## config.mk

```make
export PLATFORM = sky130hd
export DESIGN_NAME = fan_lut_entry_nine
export DESIGN_NICKNAME = d
export VERILOG_FILES = /design/src/fan_lut_nine_pkg.sv /design/src/fan_lut_nine_regs.sv /design/src/fan_lut_entry_nine.sv
export SDC_FILE = /design/constraint.sdc
export NUM_CORES = 1
export LEC_CHECK = 0
export BUFFER_PORTS_ARGS = -buffer_cell sky130_fd_sc_hd__buf_2
export CORE_MARGIN = 2
export CORE_UTILIZATION = 50
export CTS_CLUSTER_SIZE = 28
export DETAILED_ROUTE_END_ITERATION = 16
export PLACE_DENSITY_LB_ADDON = 0.08
export SYNTH_ARGS = -nofsm -noshare
export SYNTH_HDL_FRONTEND = slang
export SYNTH_HIERARCHICAL = 1
export SYNTH_SLANG_ARGS = --single-unit
```

## constraint.sdc

```tcl
create_clock -name clk_sys -period 3.6 [get_ports clk_sys]
set_input_delay 0.36 -clock clk_sys [delete_from_list [all_inputs] [get_ports clk_sys]]
set_output_delay 0.36 -clock clk_sys [all_outputs]
set_load 0.05 [all_outputs]
```

## src/fan_lut_nine_pkg.sv

```systemverilog
// Purpose: Shared constants for lookup-table entry nine
// Assumes: 8-bit register port, 7-bit register address
// Notes:   Offsets and reset values used by all design files
package fan_lut_nine_pkg;
    localparam logic [6:0] THRESH_NINE_ADDR  = 7'h60;
    localparam logic [6:0] DUTY_NINE_ADDR    = 7'h61;
    localparam logic [7:0] THRESH_NINE_RESET = 8'h7F;
    localparam logic [7:0] DUTY_NINE_RESET   = 8'h3F;
    localparam int         THRESH_TOP_POS    = 7;
    localparam int         DUTY_EXT_MSB      = 7;
    localparam int         DUTY_EXT_LSB      = 6;
    localparam logic [7:0] LOW_DUTY_MASK     = 8'h3F;
    localparam logic [7:0] LOW_THRESH_MASK   = 8'h7F;
endpackage

```

## src/fan_lut_nine_regs.sv

```systemverilog
// Purpose: Storage for the two entry-nine registers
// Assumes: One write per cycle, registered read data
// Notes:   Read data come out of a register
`timescale 1ns/10ps
module fan_lut_nine_regs
    import fan_lut_nine_pkg::*;
(
    input  wire logic       clk_sys,
    input  wire logic       rst_n,
    input  wire logic       wr_en,
    input  wire logic       wr_sel,
    input  wire logic [7:0] wr_data,
    input  wire logic       rd_sel,
    output logic      [7:0] rd_data,
    output logic      [7:0] thresh_q,
    output logic      [7:0] duty_q
);
    // ----------------------------------------
    // Storage
    // ----------------------------------------
    always_ff @(posedge clk_sys or negedge rst_n) begin
        if (!rst_n) begin
            thresh_q <= THRESH_NINE_RESET;
            duty_q   <= DUTY_NINE_RESET;
            rd_data  <= 8'h00;
        end else begin
            if (wr_en && !wr_sel)
                thresh_q <= wr_data;
            if (wr_en && wr_sel)
                duty_q <= wr_data;
            rd_data <= rd_sel ? duty_q : thresh_q;
        end
    end
endmodule

```

## src/fan_lut_entry_nine.sv

```systemverilog
// Purpose: Lookup-table entry nine of the fan speed controller
// Assumes: Temperature and mode inputs synchronous to clk_sys
// Notes:   Drives the duty when the remote temperature exceeds entry nine
// How it works
// - Low-res threshold: top bit reads zero
// - High-res threshold uses all eight bits
// - Range 0-127.5 half-steps, or 0-127
// - Above threshold, output entry-nine duty value
// - Compare nine bits high-res, eight low-res
// - Threshold sign bit always taken as zero
// - Lookup offset adds to programmed threshold
// - Low-res duty: top two bits read zero
// - High-res duty joins extended and low bits
// - Extended duty bits need high-frequency PWM
`timescale 1ns/10ps
module fan_lut_entry_nine
    import fan_lut_nine_pkg::*;
(
    input  wire logic       clk_sys,
    input  wire logic       rst_n,
    input  wire logic [6:0] reg_addr,
    input  wire logic [7:0] reg_wdata,
    input  wire logic       reg_wr,
    input  wire logic       reg_rd,
    input  wire logic       write_unlock,
    input  wire logic       temp_hi_res,
    input  wire logic       duty_hi_res,
    input  wire logic       pwm_high_freq,
    input  wire logic [7:0] lut_temp_offset,
    input  wire logic [8:0] remote_temp,
    output logic      [7:0] reg_rdata,
    output logic            reg_hit,
    output logic            above_nine,
    output logic      [7:0] duty_nine
);
    // ----------------------------------------
    // Register decode
    // ----------------------------------------
    function automatic logic is_entry(input logic [6:0] a);
        return (a == THRESH_NINE_ADDR) || (a == DUTY_NINE_ADDR);
    endfunction

    // Threshold bits kept in the given temperature mode
    function automatic logic [7:0] thresh_mask(input logic hi_res);
        return hi_res ? 8'hFF : LOW_THRESH_MASK;
    endfunction

    // Duty bits kept in the given duty mode
    function automatic logic [7:0] duty_mask(input logic hi_res);
        return hi_res ? 8'hFF : LOW_DUTY_MASK;
    endfunction

    // ----------------------------------------
    // Nets
    // ----------------------------------------
    wire        addr_hit;
    wire        wr_ok;
    wire        rd_ok;
    wire        sel_duty;
    wire  [7:0] raw_rd;
    wire  [7:0] thresh_raw;
    wire  [7:0] duty_raw;
    wire  [7:0] thresh_keep;
    wire  [7:0] duty_keep;
    wire  [7:0] thresh_view;
    wire  [7:0] duty_view;
    wire        threshold_nine_top_bit;
    wire  [6:0] threshold_nine_low_bits;
    wire  [1:0] duty_nine_extended_bits;
    wire  [5:0] duty_nine_low_bits;
    wire  [7:0] rd_keep;
    wire  [7:0] rd_masked;
    wire  [9:0] thr_hi;
    wire  [9:0] thr_lo;
    wire  [9:0] thr_half;
    wire  [9:0] off_half;
    wire [10:0] limit_sum;
    wire  [9:0] limit;
    wire  [9:0] temp_hi;
    wire  [9:0] temp_lo;
    wire  [9:0] temp_cmp;
    wire        exceeds;
    wire        ext_live;
    wire  [7:0] duty_short;
    wire  [7:0] duty_sel;
    wire        rd_sel_d;
    wire        rd_hit_d;
    wire        reg_hit_d;
    wire  [7:0] reg_rdata_d;
    wire        above_nine_d;
    wire  [7:0] duty_nine_d;
    logic       rd_sel_q;
    logic       rd_hit_q;

    // ----------------------------------------
    // Access qualifiers
    // ----------------------------------------
    assign addr_hit = is_entry(reg_addr);
    assign wr_ok    = reg_wr && addr_hit && write_unlock;
    assign rd_ok    = reg_rd && addr_hit;
    assign sel_duty = (reg_addr == DUTY_NINE_ADDR);

    // ----------------------------------------
    // Storage
    // ----------------------------------------
    fan_lut_nine_regs u_regs (
        .clk_sys  (clk_sys),
        .rst_n    (rst_n),
        .wr_en    (wr_ok),
        .wr_sel   (sel_duty),
        .wr_data  (reg_wdata),
        .rd_sel   (sel_duty),
        .rd_data  (raw_rd),
        .thresh_q (thresh_raw),
        .duty_q   (duty_raw)
    );

    // ----------------------------------------
    // Field views
    // ----------------------------------------
    assign thresh_keep = thresh_mask(temp_hi_res);
    assign duty_keep   = duty_mask(duty_hi_res);

    generate
        for (genvar b = 0; b < 8; b++) begin : g_view
            assign thresh_view[b] = thresh_raw[b] & thresh_keep[b];
            assign duty_view[b]   = duty_raw[b] & duty_keep[b];
        end
    endgenerate

    assign threshold_nine_top_bit  = thresh_view[THRESH_TOP_POS];
    assign threshold_nine_low_bits = thresh_view[THRESH_TOP_POS-1:0];
    assign duty_nine_extended_bits = duty_view[DUTY_EXT_MSB:DUTY_EXT_LSB];
    assign duty_nine_low_bits      = duty_view[DUTY_EXT_LSB-1:0];

    // ----------------------------------------
    // Read path
    // ----------------------------------------
    assign rd_keep   = rd_sel_q ? duty_mask(duty_hi_res) : thresh_mask(temp_hi_res);
    assign rd_masked = raw_rd & rd_keep;

    // ----------------------------------------
    // Threshold compare
    // ----------------------------------------
    // Half-degree units throughout; sign bit forced zero
    assign thr_hi    = {2'h0, thresh_view};
    assign thr_lo    = {2'h0, threshold_nine_low_bits, 1'h0};
    assign thr_half  = temp_hi_res ? thr_hi : thr_lo;
    assign off_half  = {1'h0, lut_temp_offset, 1'h0};
    assign limit_sum = {1'h0, thr_half} + {1'h0, off_half};
    assign limit     = limit_sum[9:0];
    assign temp_hi   = {1'h0, remote_temp};
    assign temp_lo   = {1'h0, remote_temp[8:1], 1'h0};
    assign temp_cmp  = temp_hi_res ? temp_hi : temp_lo;
    assign exceeds   = temp_cmp > limit;

    // ----------------------------------------
    // Duty value
    // ----------------------------------------
    assign ext_live   = duty_hi_res && pwm_high_freq;
    assign duty_short = {2'h0, duty_nine_low_bits};
    assign duty_sel   = ext_live ? duty_view : duty_short;

    // ----------------------------------------
    // Next values
    // ----------------------------------------
    assign rd_sel_d     = sel_duty;
    assign rd_hit_d     = rd_ok;
    assign reg_hit_d    = rd_hit_q;
    assign reg_rdata_d  = rd_hit_q ? rd_masked : 8'h00;
    assign above_nine_d = exceeds;
    assign duty_nine_d  = exceeds ? duty_sel : 8'h00;

    // ----------------------------------------
    // Pipeline and output registers
    // ----------------------------------------
    always_ff @(posedge clk_sys or negedge rst_n) begin
        if (!rst_n) begin
            rd_sel_q <= 1'h0;
        end else begin
            rd_sel_q <= rd_sel_d;
        end
    end

    always_ff @(posedge clk_sys or negedge rst_n) begin
        if (!rst_n) begin
            rd_hit_q <= 1'h0;
        end else begin
            rd_hit_q <= rd_hit_d;
        end
    end

    always_ff @(posedge clk_sys or negedge rst_n) begin
        if (!rst_n) begin
            reg_hit <= 1'h0;
        end else begin
            reg_hit <= reg_hit_d;
        end
    end

    always_ff @(posedge clk_sys or negedge rst_n) begin
        if (!rst_n) begin
            reg_rdata <= 8'h00;
        end else begin
            reg_rdata <= reg_rdata_d;
        end
    end

    always_ff @(posedge clk_sys or negedge rst_n) begin
        if (!rst_n) begin
            above_nine <= 1'h0;
        end else begin
            above_nine <= above_nine_d;
        end
    end

    always_ff @(posedge clk_sys or negedge rst_n) begin
        if (!rst_n) begin
            duty_nine <= 8'h00;
        end else begin
            duty_nine <= duty_nine_d;
        end
    end
endmodule

```

==> results.md, run 1 <==
- Outcome: completed
- Post-route clock period utilization: 0.930
- Number of buffers added on ports: 57
- Top Ports: 58
- WP data arrival: roughly 3.5 ns
- Yosys cell types: between 40 and 50
- Post-CTS Setup Bufs: 0
- Synthesized flop and latch total: 44
- DRC: 0
- First-pass GRT wire length: 7920 µm
- DR vias/cell: approximately 5.5
- GPL Wtd Cong: about 0.79
- Die width: between 70 and 80 µm
- Post-synth EDFFs: 0
- Router iterations before antenna repair: 5
- Clock Tree Buf Depth: 2
- Routed Antenna Nets: 0
- Crit start category: flop
- Worst Skew: 0.00741 ns
- Total CTS buffers: 5
- Worst Tran Pin Value: between 0.9 and 1 ns
- RSZ-0062 raised after global routing: false
- Clock transition at path regs: about 0.08 ns
- Fraction of layout cells with a size suffix above 1: 0.515
- Final setup vio count: 0
- Post-Layout Cell Count: roughly 290
- Pleak: ~0.0014 µW
- CTS root buf: clkbuf_8
- Final Hold Violating Endpoints: 0
- CP required: 3.78 ns
- Placed Instance Area: 0.00262 mm²
- Routed wire per std cell: approximately 16 µm
- Fin crit period: approximately 3.3 ns
- CP Capture Type: flop
- PwrDens: just under 400 mW/mm²
- Clock Latency Late Sink: between 0.2 and 0.3 ns
- Syn Area/Cell: ~13 µm²
- Vias in the first global route: ~1.7k
- Area Overhead vs Synth: 20.2%
- GRT Total Usage: 0.200
- DR iter-0 viols: roughly 100
- Row cnt: 24
- H-Tree Depth: 2
- Setup_tns: 0 ns
- Core area: roughly 0.0044 mm²
- Most common cell after layout, fill and taps aside: buf_2
- Hold-fix buffers, CTS: 0
- Ys async rst share: 1.00
- Syn Inst Count: 176
- Die height: approximately 70 µm
- HP Class: in2async
- Critical Path Start: u_regs/thresh_q[1]$_DFFE_PN1P_
- Peak VDD IR: 160 µV
- Initial antenna violation count: 0
- CTS sink cnt: 44
- Main flop type after synthesis: dfrtp_1
- Antenna Diode Count: 0
- CP Max Fanout: 9
- Final nets: roughly 300
- Worst-case reg-to-reg path depth: 14
- Max-slew violation count: 0
- Max-slew headroom: 0.392
- Dpl hpwl: approximately 3700 µm
- DR vias: 1613
- Fin area: approximately 0.0027 mm²
- Commonest cells after routing, fill and taps aside: buf_2, dfrtp_1, mux2_2, ha_1, dfstp_2
- Synthesized Nets: 233
- Reg2reg start: u_regs/thresh_q[1]$_DFFE_PN1P_
- Routed Wire Length: 4750 µm
- Synth Cell Area: about 0.0023 mm²
- Maximum capacitance violations: 0
- CP Class: reg2reg
- Achievable frequency: roughly 0.3 GHz
- Total die area: just over 0.005 mm²
- Synth Warn #: 6
- CTS tree: yes
- Largest net degree at the start of global routing: 45
- Sequential fraction of the synthesis area: 0.490
- Total grt overflow: 0
- Initial cell density of the core: 0.520
- DP Cell Count: roughly 280
-- power breakdown --
| group | internal, µW | switching, µW |
|---|---|---|
| clock network | 153 | 155 |
| logic | 104 | 137 |
| registers | 518 | 11.4 |
| total | 775 | 303 |
-- final timing paths --
path	slack (ns)	end
worst max-delay path	0.25	duty_nine[7]$_DFF_PN0_
worst min-delay path	0.20	rd_sel_q$_DFF_PN0_
worst max register to register	0.25	duty_nine[7]$_DFF_PN0_
worst min register to register	0.46	reg_rdata[1]$_DFF_PN0_
max in group asynchronous	2.83	reg_rdata[4]$_DFF_PN0_
min in group clk_sys	0.28	rd_hit_q$_DFF_PN0_
-- critical path: stages (launching register included) --
cell	delay [ns]
dfstp_2	0.56
mux2_2	0.15
ha_1	0.18
inv_1	0.07
fa_2	0.37
nor2b_4	0.15
o31ai_4	0.09
and4_2	0.26
a2111oi_2	0.29
ha_1	0.21
nand2_1	0.08
a221oi_1	0.27
o21ai_1	0.11
buf_4	0.18
nor4_1	0.26
-- cells in the mapped netlist, drive strengths merged (2+ instances only) --
cell	instances	area (µm²)
a211oi	2	15.0
a21oi	7	35.0
nor2b	3	33.8
and4	2	18.8
nor4	2	12.5
xor2	4	35.0
nand3	2	10.0
nand2	9	36.3
mux2	30	368
dfrtp	31	776
clkbuf	2	8.75
buf	2	16.3
nor2	3	11.3
o21ai	5	25.0
nor3	3	15.0
nor4b	6	52.6
mux2i	2	20.0
inv	8	30.0
and2	9	56.3
ha	16	200
dfstp	13	342
-- state kept, by name (all words and copies together) (netlist names) --
name,cells
u_regs/rd_data,8
u_regs/duty_q,8
rd_sel_q,1
u_regs/thresh_q,8
duty_nine,8
above_nine,1
rd_hit_q,1
reg_rdata,8
reg_hit,1
-- metal layers --
metal	share of wire	track usage	wire [µm]
met1	0.43	0.251	2030
met2	0.51	0.349	2440
met3	0.045	0.0253	213
met4	0.016	0.0860	74
met5	0	0	0
-- through the flow --
stage / utilization / hold slack [ns] / power, µW / setup WS (ns)
after global placement: 0.598 / 0.440 / 757 / 0.126
after floorplan: - / 0.0644 / 690 / 0.182
after global routing: 0.625 / 0.275 / 1130 / 0.0267
after detailed placement: 0.598 / 0.448 / 769 / 0.0537
final: 0.625 / 0.197 / 1080 / 0.254
after CTS: 0.619 / 0.228 / 1080 / 0.133
-- cell type report --
type	instances	area [µm²]
Fill cell	362	1640
Multi-Input combinational cell	120	1140
Sequential cell	44	1120
Timing Repair Buffer	59	300
Clock buffer	6	82.6
Tap cell	52	65.1
Inverter	8	30.0
Clock inverter	2	10.0
-- cell families after synthesis --
kind of cell               Yosys count  synth area share
muxes                               32             0.170
xor gates and xnor gates             4            0.0154
AOI/OAI and AO/OA                   24            0.0828
DFF                                 44             0.490
buffers and inverters               12            0.0241
and+or+nand+nor                     43             0.121
adders and majority gates           17            0.0965
-- what timing repair did --
item / CTS / global route
endpoints found under the setup margin: 0 / 9
hold endpoints to repair: 0 / 0
resized for setup: 0 / 6
Power figures use the tool's default switching activity.
==> inputs of run 2 (changes only) <==
--- a/config.mk
+++ b/config.mk
@@ -7,10 +7,11 @@
 export LEC_CHECK = 0
 export BUFFER_PORTS_ARGS = -buffer_cell sky130_fd_sc_hd__buf_2
 export CORE_MARGIN = 2
-export CORE_UTILIZATION = 50
+export CORE_UTILIZATION = 52
 export CTS_CLUSTER_SIZE = 28
 export DETAILED_ROUTE_END_ITERATION = 16
 export PLACE_DENSITY_LB_ADDON = 0.08
+export RECOVER_POWER = 25
 export SYNTH_ARGS = -nofsm -noshare
 export SYNTH_HDL_FRONTEND = slang
 export SYNTH_HIERARCHICAL = 1
==> run 2 against run 1 <==
The run now ends with max-capacitance violations, max-slew violations left. Critical path depth unchanged. Power up 2.9%. Hold slack better by 0.080 ns. Maximum frequency down 2.2%. Sequential share of layout area down 0.84 points. Sequential power about the same. Clock power about the same. Utilization up 2.7 points. Critical endpoint unchanged. Largest cell class unchanged.
==> results.md, run 2 (same netlist as run 1, synthesis figures left out) <==
- Total grt overflow: 0 (unchanged)
- Worst-path cell chain: mux2_2 -> ha_1 -> inv_1 -> fa_2 -> nor2b_4 -> o31ai_4 -> and4_2 -> a2111oi_4 -> ha_1 -> nand2_1 -> a221oi_1 -> o21ai_1 -> buf_4 -> nor4_1
- GRT Total Usage: 0.206 (+0.00560)
- Crit start category: flop
- Failing checks: max-capacitance violations, max-slew violations
- Final setup vio count: 0 (unchanged)
- Router iterations before antenna repair: 4 (-1)
- GR Layer Usage met2: 0.348 (-0.000757)
- RSZ-0062 raised after global routing: false
- CTS tree: yes
- Fraction of layout cells with a size suffix above 1: 0.521 (+0.00619)
- Dpl hpwl: 3630 µm (-1.9%)
- Maximum capacitance violations: 1 (+1)
- Final nets: 296 (+0.34%)
- Critical path buffers and inverters: 2 (unchanged)
- Number of buffers added on ports: 57 (unchanged)
- Crit-path leading delay family: adder cells
- First-pass GRT wire length: 7900 µm (-0.27%)
- DR vias/cell: 5.41 (-2.4%)
- Max-slew violation count: 45 (+45)
- Total CTS buffers: 5 (unchanged)
- Max-slew headroom: -0.470 (-0.862)
- Routed Antenna Nets: 0 (unchanged)
- Achievable frequency: 0.292 GHz (-2.2%)
- Total die area: 0.00493 mm² (-3.6%)
- Peak VDD IR: 191 µV (+19%)
- Most frequent CP cell: ha_1
- CTS sink cnt: 44 (unchanged)
- DR vias: 1580 (-2.0%)
- CTS root buf: clkbuf_8
- WP data arrival: 3.61 ns (+0.09 ns)
- Max incr delay on CP: 0.56 ns (about the same)
- DRC: 0 (unchanged)
- PwrDens: 397 mW/mm² (+0.78%)
- Routed Wire Length: 5030 µm (+5.8%)
- Critical Path Start: u_regs/thresh_q[1]$_DFFE_PN1P_
- Worst Skew: 0.00684 ns (-0.000576 ns)
- Final Hold Violating Endpoints: 0 (unchanged)
- Reg2reg start: u_regs/thresh_q[1]$_DFFE_PN1P_
- Top Ports: 58 (unchanged)
- Die height: 70.2 µm (-1.8%)
- Core area: 0.00429 mm² (-2.1%)
- Clock Tree Buf Depth: 2 (unchanged)
- Clock Latency Late Sink: 0.29 ns (about the same)
- Fin crit period: 3.42 ns (+0.0742 ns)
- Vias in the first global route: 1656 (+0.18%)
- Antenna Diode Count: 0 (unchanged)
- Commonest cells after routing, fill and taps aside: buf_2, dfrtp_1, mux2_2, ha_1, dfstp_2
- Post-Layout Cell Count: 292 (+0.34%)
- DR iter-0 viols: 121 (+23%)
- CP Capture Type: flop
- Routed wire per std cell: 17.2 µm (+5.4%)
- Clock transition at path regs: 0.08 ns (about the same)
- CP required: 3.79 ns (about the same)
- DP Cell Count: 283 (unchanged)
- GPL Wtd Cong: 0.843 (+6.5%)
- HP Class: in2reg
- Pleak: 0.00137 µW (about the same)
- Outcome: complete, but fails checks
- Met3 Usage GRT: 0.0476 (+0.0223)
- Busiest grt layer: met2
- CP Class: reg2reg
- CP max-delay cell: dfstp_2
- CP Max Fanout: 9 (unchanged)
- Largest net degree at the start of global routing: 45 (unchanged)
- GR Layer Usage met1: 0.263 (+0.0127)
- Post-route clock period utilization: 0.950 (+0.0206)
- HP Start: reg_rd
- Most common cell after layout, fill and taps aside: buf_2
- Setup_tns: 0 ns (unchanged)
- Area Overhead vs Synth: 22.7%
- H-Tree Depth: 2 (unchanged)
- Row cnt: 24 (unchanged)
- Die width: 70.2 µm (-1.8%)
- Initial antenna violation count: 0 (unchanged)
- Worst Tran Pin Value: 2.21 ns (+1.29 ns)
- Initial cell density of the core: 0.531 (+0.0109)
[run 2: cell count changes in the layout (fill, tap and decap cells not counted), sizes merged]
| cell | change |
|---|---|
| clkbuf | +1 |
| o2111a | +1 |
| buf | -1 |
[run 2: what timing repair did]
| action | in CTS | in global routing |
|---|---|---|
| setup buffers | 0 | 0 |
| hold buffers | 0 | 0 |
| setup endpoints to repair | 0 | 9 |
| resized for setup | 0 | 12 |
[run 2: through the flow]
step / util / cell area [µm²] / power, µW / hold WS, ns / setup WS, ns
after floorplan: - / 2280 / 690 / 0.0644 / 0.182
final: 0.652 / 2800 / 1110 / 0.276 / 0.179
after CTS: 0.632 / 2710 / 1080 / 0.229 / 0.123
after global routing: 0.652 / 2800 / 1170 / 0.271 / 0.000695
after global placement: 0.610 / 2620 / 758 / 0.437 / 0.120
after detailed placement: 0.610 / 2620 / 767 / 0.444 / 0.0396
[run 2: cell type report]
| class | instances | area (µm²) |
|---|---|---|
| multi-input cells | 121 | 1190 |
| well taps | 52 | 65.1 |
| repair buffers | 59 | 299 |
| clock buffers | 6 | 82.6 |
| clock inverters | 2 | 10.0 |
| inverters | 8 | 30.0 |
| fillers | 346 | 1500 |
| flip-flops and latches | 44 | 1120 |
[run 2: path summary, 6_finish.rpt]
| kind | end | slack (ns) | depth (start not counted) |
|---|---|---|---|
| max | duty_nine[7]$_DFF_PN0_ | 0.18 | 14 |
| min | rd_hit_q$_DFF_PN0_ | 0.28 | 2 |
| max reg2reg | duty_nine[7]$_DFF_PN0_ | 0.18 | 14 |
| min reg2reg | reg_rdata[1]$_DFF_PN0_ | 0.46 | 1 |
| max in group asynchronous | u_regs/duty_q[7]$_DFFE_PN0P_ | 1.63 | 1 |
| min in group asynchronous | rd_hit_q$_DFF_PN0_ | 0.71 | 1 |
[run 2: routing by layer]
metal	wire, µm	vias up
met4	31	0
li1	-	770
met3	200	4
met2	2610	48
met5	0	-
met1	2180	758
[run 2: report_power, final]
| part | switching [µW] | leakage [µW] | internal (µW) |
|---|---|---|---|
| clock network | 157 | 0.0000510 | 153 |
| logic | 158 | 0.000759 | 113 |
| registers | 11.0 | 0.000563 | 518 |
